## config.mk

```make
export PLATFORM = sky130hd
export DESIGN_NAME = tis_top
export DESIGN_NICKNAME = d
export VERILOG_FILES = /design/src/design/tis_char_decode.v /design/src/design/tis_top.v /design/src/design/tis_word_asm.v
export VERILOG_INCLUDE_DIRS = /design/src /design/src/design
export SDC_FILE = /design/constraint.sdc
export NUM_CORES = 1
export LEC_CHECK = 0
export ABC_AREA = 1
export BUFFER_PORTS_ARGS = -buffer_cell sky130_fd_sc_hd__buf_4
export CAP_MARGIN = 40
export CORE_ASPECT_RATIO = 1.2
export CORE_UTILIZATION = 61
export DETAILED_ROUTE_END_ITERATION = 16
export HOLD_SLACK_MARGIN = 0.05
export PLACE_DENSITY = 0.85
export SLEW_MARGIN = 10
export SYNTH_ARGS = -nofsm -noshare
export SYNTH_HDL_FRONTEND = slang
export SYNTH_SLANG_ARGS = --single-unit
```

## constraint.sdc

```tcl
create_clock -name clk -period 3.6 [get_ports clk]
set_clock_uncertainty 0.2 [all_clocks]
set_input_delay 0.36 -clock clk [delete_from_list [all_inputs] [get_ports clk]]
set_output_delay 0.36 -clock clk [all_outputs]
set_load 0.02 [all_outputs]
```

## src/design/tis_map.vh

```
// Constants for the tape input sequencer: codes, widths, states.
`ifndef TIS_MAP_VH
`define TIS_MAP_VH

// Tape character framing
`define TIS_RAW_W        8
`define TIS_CODE_W       6
`define TIS_CH5_MSB      4
`define TIS_CH8_MSB      5
`define TIS_PAR_ODD      1'b1

// Character codes after decode
`define TIS_DIG_MAX      6'h09
`define TIS_SEP_CODE     6'h0a
`define TIS_LET_MIN      6'h10
`define TIS_OP_U         6'h1e
`define TIS_OP_C         6'h13

// Word layout
`define TIS_DIGITS       4'hc
`define TIS_DIG_W        4
`define TIS_WORD_W       48
`define TIS_INSTR_W      18
`define TIS_ICH_FIRST    2'h0
`define TIS_ICH_SECOND   2'h1
`define TIS_ICH_THIRD    2'h2

// One-hot states
`define TIS_ST_W         5
`define TIS_ST_IDLE      5'h01
`define TIS_ST_RDNUM     5'h02
`define TIS_ST_TFETCH    5'h04
`define TIS_ST_TWAIT     5'h08
`define TIS_ST_HALT      5'h10

`endif

```

## src/design/tis_char_decode.v

```verilog
// Tape character decoder: format select and parity check.
`timescale 1ns/1ps
`default_nettype none
`include "tis_map.vh"

module tis_char_decode (
    input  wire [`TIS_RAW_W-1:0]  raw,
    input  wire                   fmt_8ch,
    output reg  [`TIS_CODE_W-1:0] code,
    output reg                    par_ok,
    output reg                    is_digit,
    output reg                    is_sep,
    output reg                    is_letter
);

    always @* begin
        if (fmt_8ch) begin
            code   = raw[`TIS_CH8_MSB:0];
            // Odd parity over all eight channels
            par_ok = ((^raw) == `TIS_PAR_ODD);
        end else begin
            // Five channels carry no parity, so nothing to check
            code   = {1'b0, raw[`TIS_CH5_MSB:0]};
            par_ok = 1'b1;
        end
        is_digit  = (code <= `TIS_DIG_MAX);
        is_sep    = (code == `TIS_SEP_CODE);
        is_letter = (code >= `TIS_LET_MIN);
    end

endmodule // tis_char_decode
`default_nettype wire

```

## src/design/tis_top.v

```verilog
// Tape input sequencer: read-number and pass-control to tape.
`timescale 1ns/1ps
`default_nettype none
`include "tis_map.vh"

module tis_top (
    input  wire                   clk,
    input  wire                   reset_n,
    input  wire                   fmt_8ch,
    input  wire                   cmd_read_num,
    input  wire                   cmd_pass_ctl,
    input  wire                   instr_done,
    input  wire                   panel_clear,
    input  wire                   char_valid,
    input  wire [`TIS_RAW_W-1:0]  char_data,
    output reg                    char_ready_q,
    output reg                    busy_q,
    output reg                    tape_ctl_q,
    output reg                    acc_load_q,
    output reg  [`TIS_WORD_W-1:0] acc_word_q,
    output reg                    seq_resume_q,
    output reg                    instr_valid_q,
    output reg  [`TIS_INSTR_W-1:0] instr_word_q,
    output reg                    instr_xfer_q,
    output reg                    check_alarm_q,
    output reg                    fmt_err_q
);

    ////////////////////////////////////////////////////////////////////////
    // Declarations

    reg  [`TIS_ST_W-1:0]   state_q;
    reg  [1:0]             ich_q;
    reg  [`TIS_CODE_W-1:0] op_q;
    reg  [`TIS_CODE_W-1:0] arg_q;

    wire [`TIS_CODE_W-1:0] code;
    wire                   par_ok;
    wire                   is_digit;
    wire                   is_sep;
    wire                   is_letter;
    wire [`TIS_WORD_W-1:0] asm_word;
    wire [3:0]             asm_cnt;
    wire                   asm_full;

    wire                   take;
    wire                   good;
    wire                   st_idle;
    wire                   st_rdnum;
    wire                   st_tfetch;
    wire                   data_phase;
    wire                   word_pending;
    wire                   word_end;
    wire                   asm_push;
    wire                   asm_clr;
    wire                   is_xfer_op;

    ////////////////////////////////////////////////////////////////////////
    // Character path

    tis_char_decode u_dec (
        .raw       (char_data),
        .fmt_8ch   (fmt_8ch),
        .code      (code),
        .par_ok    (par_ok),
        .is_digit  (is_digit),
        .is_sep    (is_sep),
        .is_letter (is_letter)
    );

    assign take      = char_valid && char_ready_q;
    assign good      = take && par_ok;
    assign st_idle   = (state_q == `TIS_ST_IDLE);
    assign st_rdnum  = (state_q == `TIS_ST_RDNUM);
    assign st_tfetch = (state_q == `TIS_ST_TFETCH);

    // Between instructions a digit starts or extends a data word
    assign data_phase   = st_rdnum || (st_tfetch && ich_q == `TIS_ICH_FIRST);
    assign word_pending = (asm_cnt != 4'h0);

    // A word ends at a separator, or under tape control at a letter too
    assign word_end = good && data_phase && word_pending &&
                      (is_sep || (st_tfetch && is_letter));

    assign asm_push = good && data_phase && is_digit && !asm_full;
    assign asm_clr  = st_idle || word_end;

    tis_word_asm u_asm (
        .clk     (clk),
        .reset_n (reset_n),
        .clr     (asm_clr),
        .push    (asm_push),
        .digit   (code[`TIS_DIG_W-1:0]),
        .word_q  (asm_word),
        .cnt_q   (asm_cnt),
        .full    (asm_full)
    );

    // Transfers that hand control back to the pinboards
    assign is_xfer_op = (op_q == `TIS_OP_U) || (op_q == `TIS_OP_C);

    ////////////////////////////////////////////////////////////////////////
    // Sequencer

    always @(posedge clk) begin
        if (!reset_n) begin
            state_q       <= `TIS_ST_IDLE;
            ich_q         <= `TIS_ICH_FIRST;
            op_q          <= {`TIS_CODE_W{1'b0}};
            arg_q         <= {`TIS_CODE_W{1'b0}};
            char_ready_q  <= 1'b0;
            busy_q        <= 1'b0;
            tape_ctl_q    <= 1'b0;
            acc_load_q    <= 1'b0;
            acc_word_q    <= {`TIS_WORD_W{1'b0}};
            seq_resume_q  <= 1'b0;
            instr_valid_q <= 1'b0;
            instr_word_q  <= {`TIS_INSTR_W{1'b0}};
            instr_xfer_q  <= 1'b0;
            check_alarm_q <= 1'b0;
            fmt_err_q     <= 1'b0;
        end else begin
            acc_load_q    <= 1'b0;
            seq_resume_q  <= 1'b0;
            instr_valid_q <= 1'b0;
            instr_xfer_q  <= 1'b0;

            // Whole-word load into the accumulator, digit order kept
            if (word_end) begin
                acc_word_q <= asm_word;
                acc_load_q <= 1'b1;
            end

            case (state_q)
                `TIS_ST_IDLE: begin
                    ich_q <= `TIS_ICH_FIRST;
                    if (cmd_read_num) begin
                        state_q      <= `TIS_ST_RDNUM;
                        char_ready_q <= 1'b1;
                        busy_q       <= 1'b1;
                    end else if (cmd_pass_ctl) begin
                        // No step condition: any pinboard step may ask
                        state_q      <= `TIS_ST_TFETCH;
                        char_ready_q <= 1'b1;
                        busy_q       <= 1'b1;
                        tape_ctl_q   <= 1'b1;
                    end
                end

                `TIS_ST_RDNUM: begin
                    if (take && !par_ok) begin
                        state_q       <= `TIS_ST_HALT;
                        char_ready_q  <= 1'b0;
                        check_alarm_q <= 1'b1;
                    end else if (good && is_digit && asm_full) begin
                        // Thirteenth digit: tape is malformed
                        state_q      <= `TIS_ST_HALT;
                        char_ready_q <= 1'b0;
                        fmt_err_q    <= 1'b1;
                    end else if (good && is_letter) begin
                        state_q      <= `TIS_ST_HALT;
                        char_ready_q <= 1'b0;
                        fmt_err_q    <= 1'b1;
                    end else if (word_end) begin
                        // Control stays with the pinboards
                        state_q      <= `TIS_ST_IDLE;
                        char_ready_q <= 1'b0;
                        busy_q       <= 1'b0;
                        seq_resume_q <= 1'b1;
                    end
                end

                `TIS_ST_TFETCH: begin
                    if (take && !par_ok) begin
                        state_q       <= `TIS_ST_HALT;
                        char_ready_q  <= 1'b0;
                        check_alarm_q <= 1'b1;
                    end else if (good) begin
                        case (ich_q)
                            `TIS_ICH_FIRST: begin
                                if (is_digit && asm_full) begin
                                    state_q      <= `TIS_ST_HALT;
                                    char_ready_q <= 1'b0;
                                    fmt_err_q    <= 1'b1;
                                end else if (is_letter) begin
                                    op_q  <= code;
                                    ich_q <= `TIS_ICH_SECOND;
                                end
                            end
                            `TIS_ICH_SECOND: begin
                                if (is_sep) begin
                                    // Short instruction: preparer failed
                                    state_q      <= `TIS_ST_HALT;
                                    char_ready_q <= 1'b0;
                                    fmt_err_q    <= 1'b1;
                                end else begin
                                    arg_q <= code;
                                    ich_q <= `TIS_ICH_THIRD;
                                end
                            end
                            `TIS_ICH_THIRD: begin
                                if (is_sep) begin
                                    state_q      <= `TIS_ST_HALT;
                                    char_ready_q <= 1'b0;
                                    fmt_err_q    <= 1'b1;
                                end else begin
                                    // Third character completes it
                                    instr_word_q  <= {op_q, arg_q, code};
                                    instr_valid_q <= 1'b1;
                                    ich_q         <= `TIS_ICH_FIRST;
                                    char_ready_q  <= 1'b0;
                                    if (is_xfer_op) begin
                                        instr_xfer_q <= 1'b1;
                                        tape_ctl_q   <= 1'b0;
                                        busy_q       <= 1'b0;
                                        state_q      <= `TIS_ST_IDLE;
                                    end else begin
                                        state_q <= `TIS_ST_TWAIT;
                                    end
                                end
                            end
                            default: begin
                                ich_q <= `TIS_ICH_FIRST;
                            end
                        endcase
                    end
                end

                `TIS_ST_TWAIT: begin
                    // Hold tape still until the sequencer has executed it
                    if (instr_done) begin
                        state_q      <= `TIS_ST_TFETCH;
                        char_ready_q <= 1'b1;
                    end
                end

                `TIS_ST_HALT: begin
                    // Only the panel clear leaves a stop
                    char_ready_q <= 1'b0;
                    if (panel_clear) begin
                        state_q       <= `TIS_ST_IDLE;
                        busy_q        <= 1'b0;
                        tape_ctl_q    <= 1'b0;
                        check_alarm_q <= 1'b0;
                        fmt_err_q     <= 1'b0;
                        ich_q         <= `TIS_ICH_FIRST;
                    end
                end

                default: begin
                    state_q      <= `TIS_ST_IDLE;
                    char_ready_q <= 1'b0;
                    busy_q       <= 1'b0;
                    tape_ctl_q   <= 1'b0;
                end
            endcase
        end
    end

endmodule // tis_top
`default_nettype wire

```

## src/design/tis_word_asm.v

```verilog
// Decimal word assembler: shifts digits in from the right.
`timescale 1ns/1ps
`default_nettype none
`include "tis_map.vh"

module tis_word_asm (
    input  wire                   clk,
    input  wire                   reset_n,
    input  wire                   clr,
    input  wire                   push,
    input  wire [`TIS_DIG_W-1:0]  digit,
    output reg  [`TIS_WORD_W-1:0] word_q,
    output reg  [3:0]             cnt_q,
    output wire                   full
);

    assign full = (cnt_q == `TIS_DIGITS);

    always @(posedge clk) begin
        if (!reset_n) begin
            word_q <= {`TIS_WORD_W{1'b0}};
            cnt_q  <= 4'h0;
        end else if (clr) begin
            word_q <= {`TIS_WORD_W{1'b0}};
            cnt_q  <= 4'h0;
        end else if (push && !full) begin
            // Cleared word plus left shift gives zero padding on the left
            word_q <= {word_q[`TIS_WORD_W-`TIS_DIG_W-1:0], digit};
            cnt_q  <= cnt_q + 4'h1;
        end
    end

endmodule // tis_word_asm
`default_nettype wire

```

; ---- Yosys cells after proc, flatten, opt, wreduce, memory -nomap -nowiden
; Cells that the tools add are included.
[word_totals]
out_inout_bits = 75
in_bits = 16
regBits = 146
elab_cells = 179
[classes]
mux = 66
magnitude_cmp = 2
bitwise_logic = 10
n_reduce_logical = 44
n_addsub = 1
n_eq_ne = 39
[ops]
columns = operator, count
row1 = 5-bit two-way mux, 13
row2 = 1-bit two-way mux, 33
row3 = 5-bit one-hot mux with 5 select lines, 1
row4 = 2-bit != test (second input constant), 10
row5 = 3-bit != test (second input constant), 6
row6 = 9-bit AND reduction, 2
row7 = 8-bit AND reduction, 2
row8 = 1-bit logical AND, 15
row9 = 5-bit one-hot mux with 3 select lines, 1
row10 = 2-bit two-way mux, 7
row11 = 6-bit by 5-bit equality test with 1-bit output (second input constant), 2
row12 = 2-bit one-hot mux with 3 select lines, 2
row13 = 12-bit AND reduction, 1
row14 = 5-bit by 1-bit != test with 1-bit output (second input constant), 2
row15 = 1-bit inverter, 10
row16 = 5-bit AND reduction, 2
row17 = 5-bit OR reduction, 2
row18 = 3-bit by 2-bit != test with 1-bit output (second input constant), 3
row19 = 2-bit by 1-bit != test with 1-bit output (second input constant), 4
row20 = 1-bit one-hot mux with 4 select lines, 2
row21 = 2-bit OR reduction, 4
row22 = 8-bit XOR reduction, 1
row23 = 7-bit AND reduction, 1
row24 = 6-bit by 4-bit equality test with 1-bit output (second input constant), 1
row25 = 28 further kinds, 35

; ---- Longest topological paths before layout
[depth]
depth_word = 11
mapped_depth = 16

; ---- Hierarchy
; From an unflattened synthesis, not the netlist that was laid out.
[hier_totals]
cells_unflattened = 795
area_unflattened_um2 = 5975.7
[modules_own_cells]
columns = module, n_inst, cells_each, area_each_um2
row1 = tis_top, 1, 510, 3802.4
row2 = tis_word_asm, 1, 239, 1916.8
row3 = tis_char_decode, 1, 46, 256.5

; ---- Worst setup path after synthesis
; OpenSTA, ideal clock, no wires.
[synth_path]
kind = input -> register
start = input port char_data[2]
end = register instr_word_q[0]
setup_ps = 128
stages = 12
t_arrival_ps = 1884
setup_slack_ps = 1388
t_required_ps = 3272
cell_sequence = inv_1 ha_1 xnor2_1 nand3_2 nand3_4 nand2_2 inv_4 nand3_1 buf_4 buf_4 a21oi_1 nor2_1
[synth_between]
elab_chain_len = 6
word_cells_on_any_way = 10
classes_between = eq/ne (1) / mux (2) / bitwise (2) / reduce/logical (5)
[synth_rtl]
columns = element, line
row1 = from (decl), tis_top.v:15  ; input wire [`TIS_RAW_W-1:0] char_data,
row2 = 8-bit XOR reduction, tis_char_decode.v:20  ; par_ok = ((^raw) == `TIS_PAR_ODD);
row3 = 1-bit two-way mux, tis_char_decode.v:17  ; if (fmt_8ch) begin
row4 = 1-bit zero test, tis_top.v:174  ; if (take && !par_ok) begin
row5 = 1-bit logical AND, tis_top.v:174
row6 = 1-bit inverter (no source line), -
row7 = 5-bit AND reduction (no source line) *, -
row8 = to (signal assigned), tis_top.v:118  ; instr_word_q <= {`TIS_INSTR_W{1'b0}};
row9 = to (signal assigned), tis_top.v:208  ; instr_word_q <= {op_q, arg_q, code};
row10 = to (decl), tis_top.v:23  ; output reg [`TIS_INSTR_W-1:0] instr_word_q,
; Mark *: on every way between the ends. The rest lies on a longest branch, timed or not.
; A chain may end at the register's enable or synchronous reset.

; ---- Final worst setup path
[layout_path]
start = input port char_data[4]
end = register u_asm.word_q[10]
[layout_between]
elab_chain_len = 8
word_cells_on_any_way = 17
classes_between = order compare (2) / eq/ne (1) / mux (2) / reduce/logical (12)
[layout_rtl]
columns = element, line
row1 = branches (longest 8 deep; another with 6-bit by 5-bit greater-or-equal comparator with 1-bit output), -
row2 = to (signal assigned), tis_word_asm.v:21  ; word_q <= {`TIS_WORD_W{1'b0}};
row3 = to (signal assigned), tis_word_asm.v:24  ; word_q <= {`TIS_WORD_W{1'b0}};
row4 = to (signal assigned), tis_word_asm.v:28  ; word_q <= {word_q[`TIS_WORD_W-`TIS_DIG_W-1:0], digit};
row5 = to (decl), tis_word_asm.v:12  ; output reg [`TIS_WORD_W-1:0] word_q,
; Parallel ways; which one is timed is not known.

==> results.cfg <==
[synth]
synthTopCellsByArea = dfxtp_1, nor2_1, nand2_1
netlist_area_sq_mm = 0.00606
synth.yosys.seq_area_share_pct = 48.2
synthesis.area_per_instance_sq_um = 8.08
synth.lib_cells_used.distinct = 37
synth-seq-cells = 146
syn-instance-count = 750
netlist.area_leader.share_pct = 48.2
synthDominantAreaCellType = dfxtp_1
syn_nets = 776
yosys_warnings = 0

[pwr]
power.static_leakage_nw = 3.10
pwr_density_cell_mw_per_mm2 = 560
p_int_w = 0.00289
clock_share_of_power_pct = 40.2
p_seq_share_pct = 41.4
net_sw_share_pct = 29.3
p_switching_w = 0.00120
combPwrFrac_pct = 18.4
irDropWorstVdd_mv = 0.462
power_w = 0.00409

[routing]
routed_wire_length_per_instance_microns = 14.0
drt.antenna.violating_nets = 0
routed_wirelength_mm = 13.6
routed-via-count = 5108
route.detailed.vias_per_inst = 5.27
drc_errors = 0
detailedRoute.firstIterationViolations = 215
pre_repair_dr_iteration_count = 5

[clocking]
ctsLongestPathBuffers = 2
clkTransAtPathRegs_ns = 0.06
post-cts-setup-buffers = 0
insertion_delay_ns = 0.41
post_cts.resized_instances = 0
deepest_level_of_the_cts_h_tree = 4
cts_tree = done
tritoncts_buffer_count = 17
cts_root_buffer = clkbuf_16
cts_sinks = 146

[min_path]
worstHoldPathType = input port to flop
min-delay-start = char_data[5]

[worst_setup_path]
crit_path_frequent_cell = inv_2
cp_num_cells = 13
endpoint_kind = flop
critical_path.reg2reg.endpoint = u_asm.word_q[10]
slowest_stage = dlygate4sd3_1
number_of_buffer_and_inverter_stages_on_the_critical_path = 6
worst-endpoint-arrival_ns = 2.76
critPathTopFamily = buffers and inverters
regToRegStartpoint = state_q[0]
setup.worst_path.start_class = input port
worst-setup-path-type = input port to flop
destination_of_the_critical_timing_path = u_asm.word_q[10]
cp_max_fo = 49
crit_chain = dlygate4sd3_1 > buf_4 > inv_2 > nand2_2 > inv_2 > nand3_2 > a21oi_4 > nand4_4 > nand2_2 > nor2_4 > inv_2 > buf_4 > a211oi_1
worst_path_largest_cell_delay_ns = 0.54
crit_path_required_time_ns = 3.66
regToRegSetupSlack_ns = 0.94
r2r.worst_path.cells = 11
timing.critical_path.from = char_data[4]

[floorplan]
floorplan.rows = 39
design.core.area_sq_mm = 0.00956
die_h_microns = 111
die_area_sq_mm = 0.0103
pin_count = 91
initial_utilization_pct = 63.4
dieWidth_microns = 93.0

[finish]
syn_to_final_growth_pct = 20.6
post_route_cells_drive_above_1_share_pct = 22.1
num_antenna_cells = 0
finish.net_count = 859
finish.instance_area_sq_mm = 0.00731

[grt]
globalRouteTotalUtil_pct = 27.5
grt_overflow_total = 0
number_of_global_route_vias_before_repair = 5046
grt_first_pass_wirelength_mm = 22.6
grt_max_degree = 50
grt_antenna_before_repair = 0

[outcome]
outcome = finished, final reports clean

[timing]
hold_violations = 0
grt_setup_unrepaired = no
setup_total_negative_slack_ns = 0
finalCritPeriodShare_pct = 74.9
tightest_slew_ns = 0.785
fin_crit_ns = 2.70
slew_headroom_pct = 47.6
number_of_slew_limit_violations_in_the_final_report = 0
setup_viol = 0
max_clock_freq_mhz = 371

[flow_run]
max_cap_viols = 0

[place]
dp_hpwl_mm = 9.37
io_buffers = 90
gp_congestion = 0.928
placed_cell_area_sq_mm = 0.00672
-- final cells by class --
cell class                      count  area (sq um)
Fill cell                         693          2250
Tap cell                          123           154
Clock buffer                       23           478
Clock inverter                      9          80.1
Inverter                          110           415
Timing Repair Buffer               99           763
Multi-Input combinational cell    459          2500
Sequential cell                   146          2920
-- routing by layer --
metal	up-vias	wire (microns)	track usage (%)
met5	-	0	0
met4	0	391	12.5
met3	35	508	6.10
met2	136	7170	48.9
met1	2356	5530	30.6
li1	2581	-	-
-- metrics by stage --
step	utilization (%)	worst slack (ns)	std cells	hold slack (ns)
floorplan	-	1.39	750	0.230
global placement	70.3	0.936	934	0.234
detailed placement	70.3	0.795	934	0.243
CTS	76.4	0.942	969	0.0561
global route	76.4	0.741	969	0.0799
finish	76.4	0.902	969	0.0706
-- cell usage after synthesis --
| cell type | count |
|---|---|
| nand3_2 | 3 |
| buf_6 | 8 |
| nand2_2 | 5 |
| or2_2 | 1 |
| nand2_1 | 109 |
| buf_4 | 5 |
| nor3_2 | 1 |
| nand4_4 | 1 |
| dfxtp_1 | 146 |
| o21ai_0 | 43 |
| nor2_1 | 112 |
| nand2_4 | 1 |
| o211ai_1 | 1 |
| nor2_2 | 5 |
| o22ai_1 | 2 |
| nand3_1 | 22 |
| nor3_4 | 1 |
| a211oi_2 | 19 |
| inv_4 | 1 |
| nand4_1 | 6 |
| a211oi_1 | 30 |
| ha_1 | 10 |
| inv_1 | 101 |
| o21ai_2 | 10 |
| nand3b_1 | 1 |
| nor2_4 | 3 |
| nor4_1 | 1 |
| xnor2_1 | 1 |
| a21oi_4 | 1 |
| a21o_1 | 1 |
| clkbuf_1 | 10 |
| o21ai_1 | 18 |
| nor3_1 | 7 |
| buf_2 | 12 |
| nand3_4 | 2 |
| a21oi_1 | 42 |
| inv_2 | 8 |
-- cell usage in the layout (no fill, tap or decap), types with 2 or more instances in the layout --
cell type	netlist	layout
nor3_1	7	7
o21ai_1	18	18
nand2_1	109	109
nand2_2	5	5
clkbuf_8	0	3
clkbuf_1	10	3
dlygate4sd3_1	0	3
buf_4	5	95
inv_1	101	101
o21ai_0	43	43
clkinv_2	0	5
a21oi_1	42	42
o21ai_2	10	10
nand3_1	22	22
dfxtp_1	146	146
clkbuf_16	0	17
o22ai_1	2	2
nor2_4	3	3
a211oi_2	19	19
nand3_2	3	3
nand4_1	6	6
nor2_1	112	112
nand3_4	2	2
inv_2	8	8
nor2_2	5	5
a211oi_1	30	30
ha_1	10	10
-- state kept, by name (all words and copies together), names as in the netlist --
signal         cells
u_asm.cnt_q        4
acc_load_q         1
tape_ctl_q         1
busy_q             1
char_ready_q       1
u_asm.word_q      48
arg_q              6
ich_q              2
fmt_err_q          1
instr_valid_q      1
op_q               6
check_alarm_q      1
seq_resume_q       1
state_q            5
instr_xfer_q       1
acc_word_q        48
instr_word_q      18
-- power by group through the flow --
stage	Sequential, W	Clock, W	Combinational, W
2_1_floorplan	0.00175	0	0.000582
3_3_place_gp	0.00173	0	0.000729
3_5_place_dp	0.00173	0	0.000742
4_1_cts	0.00169	0.00166	0.000748
5_1_grt	0.00170	0.00174	0.000847
6_report	0.00169	0.00165	0.000753
-- timing repair --
action	CTS	global route
hold endpoints to repair	3	0
hold buffers	3	0
endpoints found under the setup margin	0	0
-- worst min path at each step --
stage	to	slack (ns)	cells after the start
2_1_floorplan	arg_q[0]	0.23	2
3_3_place_gp	instr_word_q[3]	0.23	2
3_5_place_dp	arg_q[4]	0.24	2
4_1_cts	op_q[5]	0.06	3
5_1_grt	op_q[5]	0.08	3
6_report	op_q[5]	0.07	3
-- worst min-delay path, delay by kind of cell --
kind            cells  cell delay [ns]
buf+inv             1             0.13
simple gates        1             0.08
compound gates      1             0.06
-- cells by family after synthesis --
kind of cell	count (synthesis)	synth area share, %
AND/OR/NAND/NOR	281	20.7
AO/OA/AOI/OAI	167	18.3
buffers and inverters	145	10.6
adder cells (fa/ha/maj)	10	2.06
XOR/XNOR	1	0.145
flip-flops	146	48.2
Note: power is estimated with default switching activity, not from simulation.
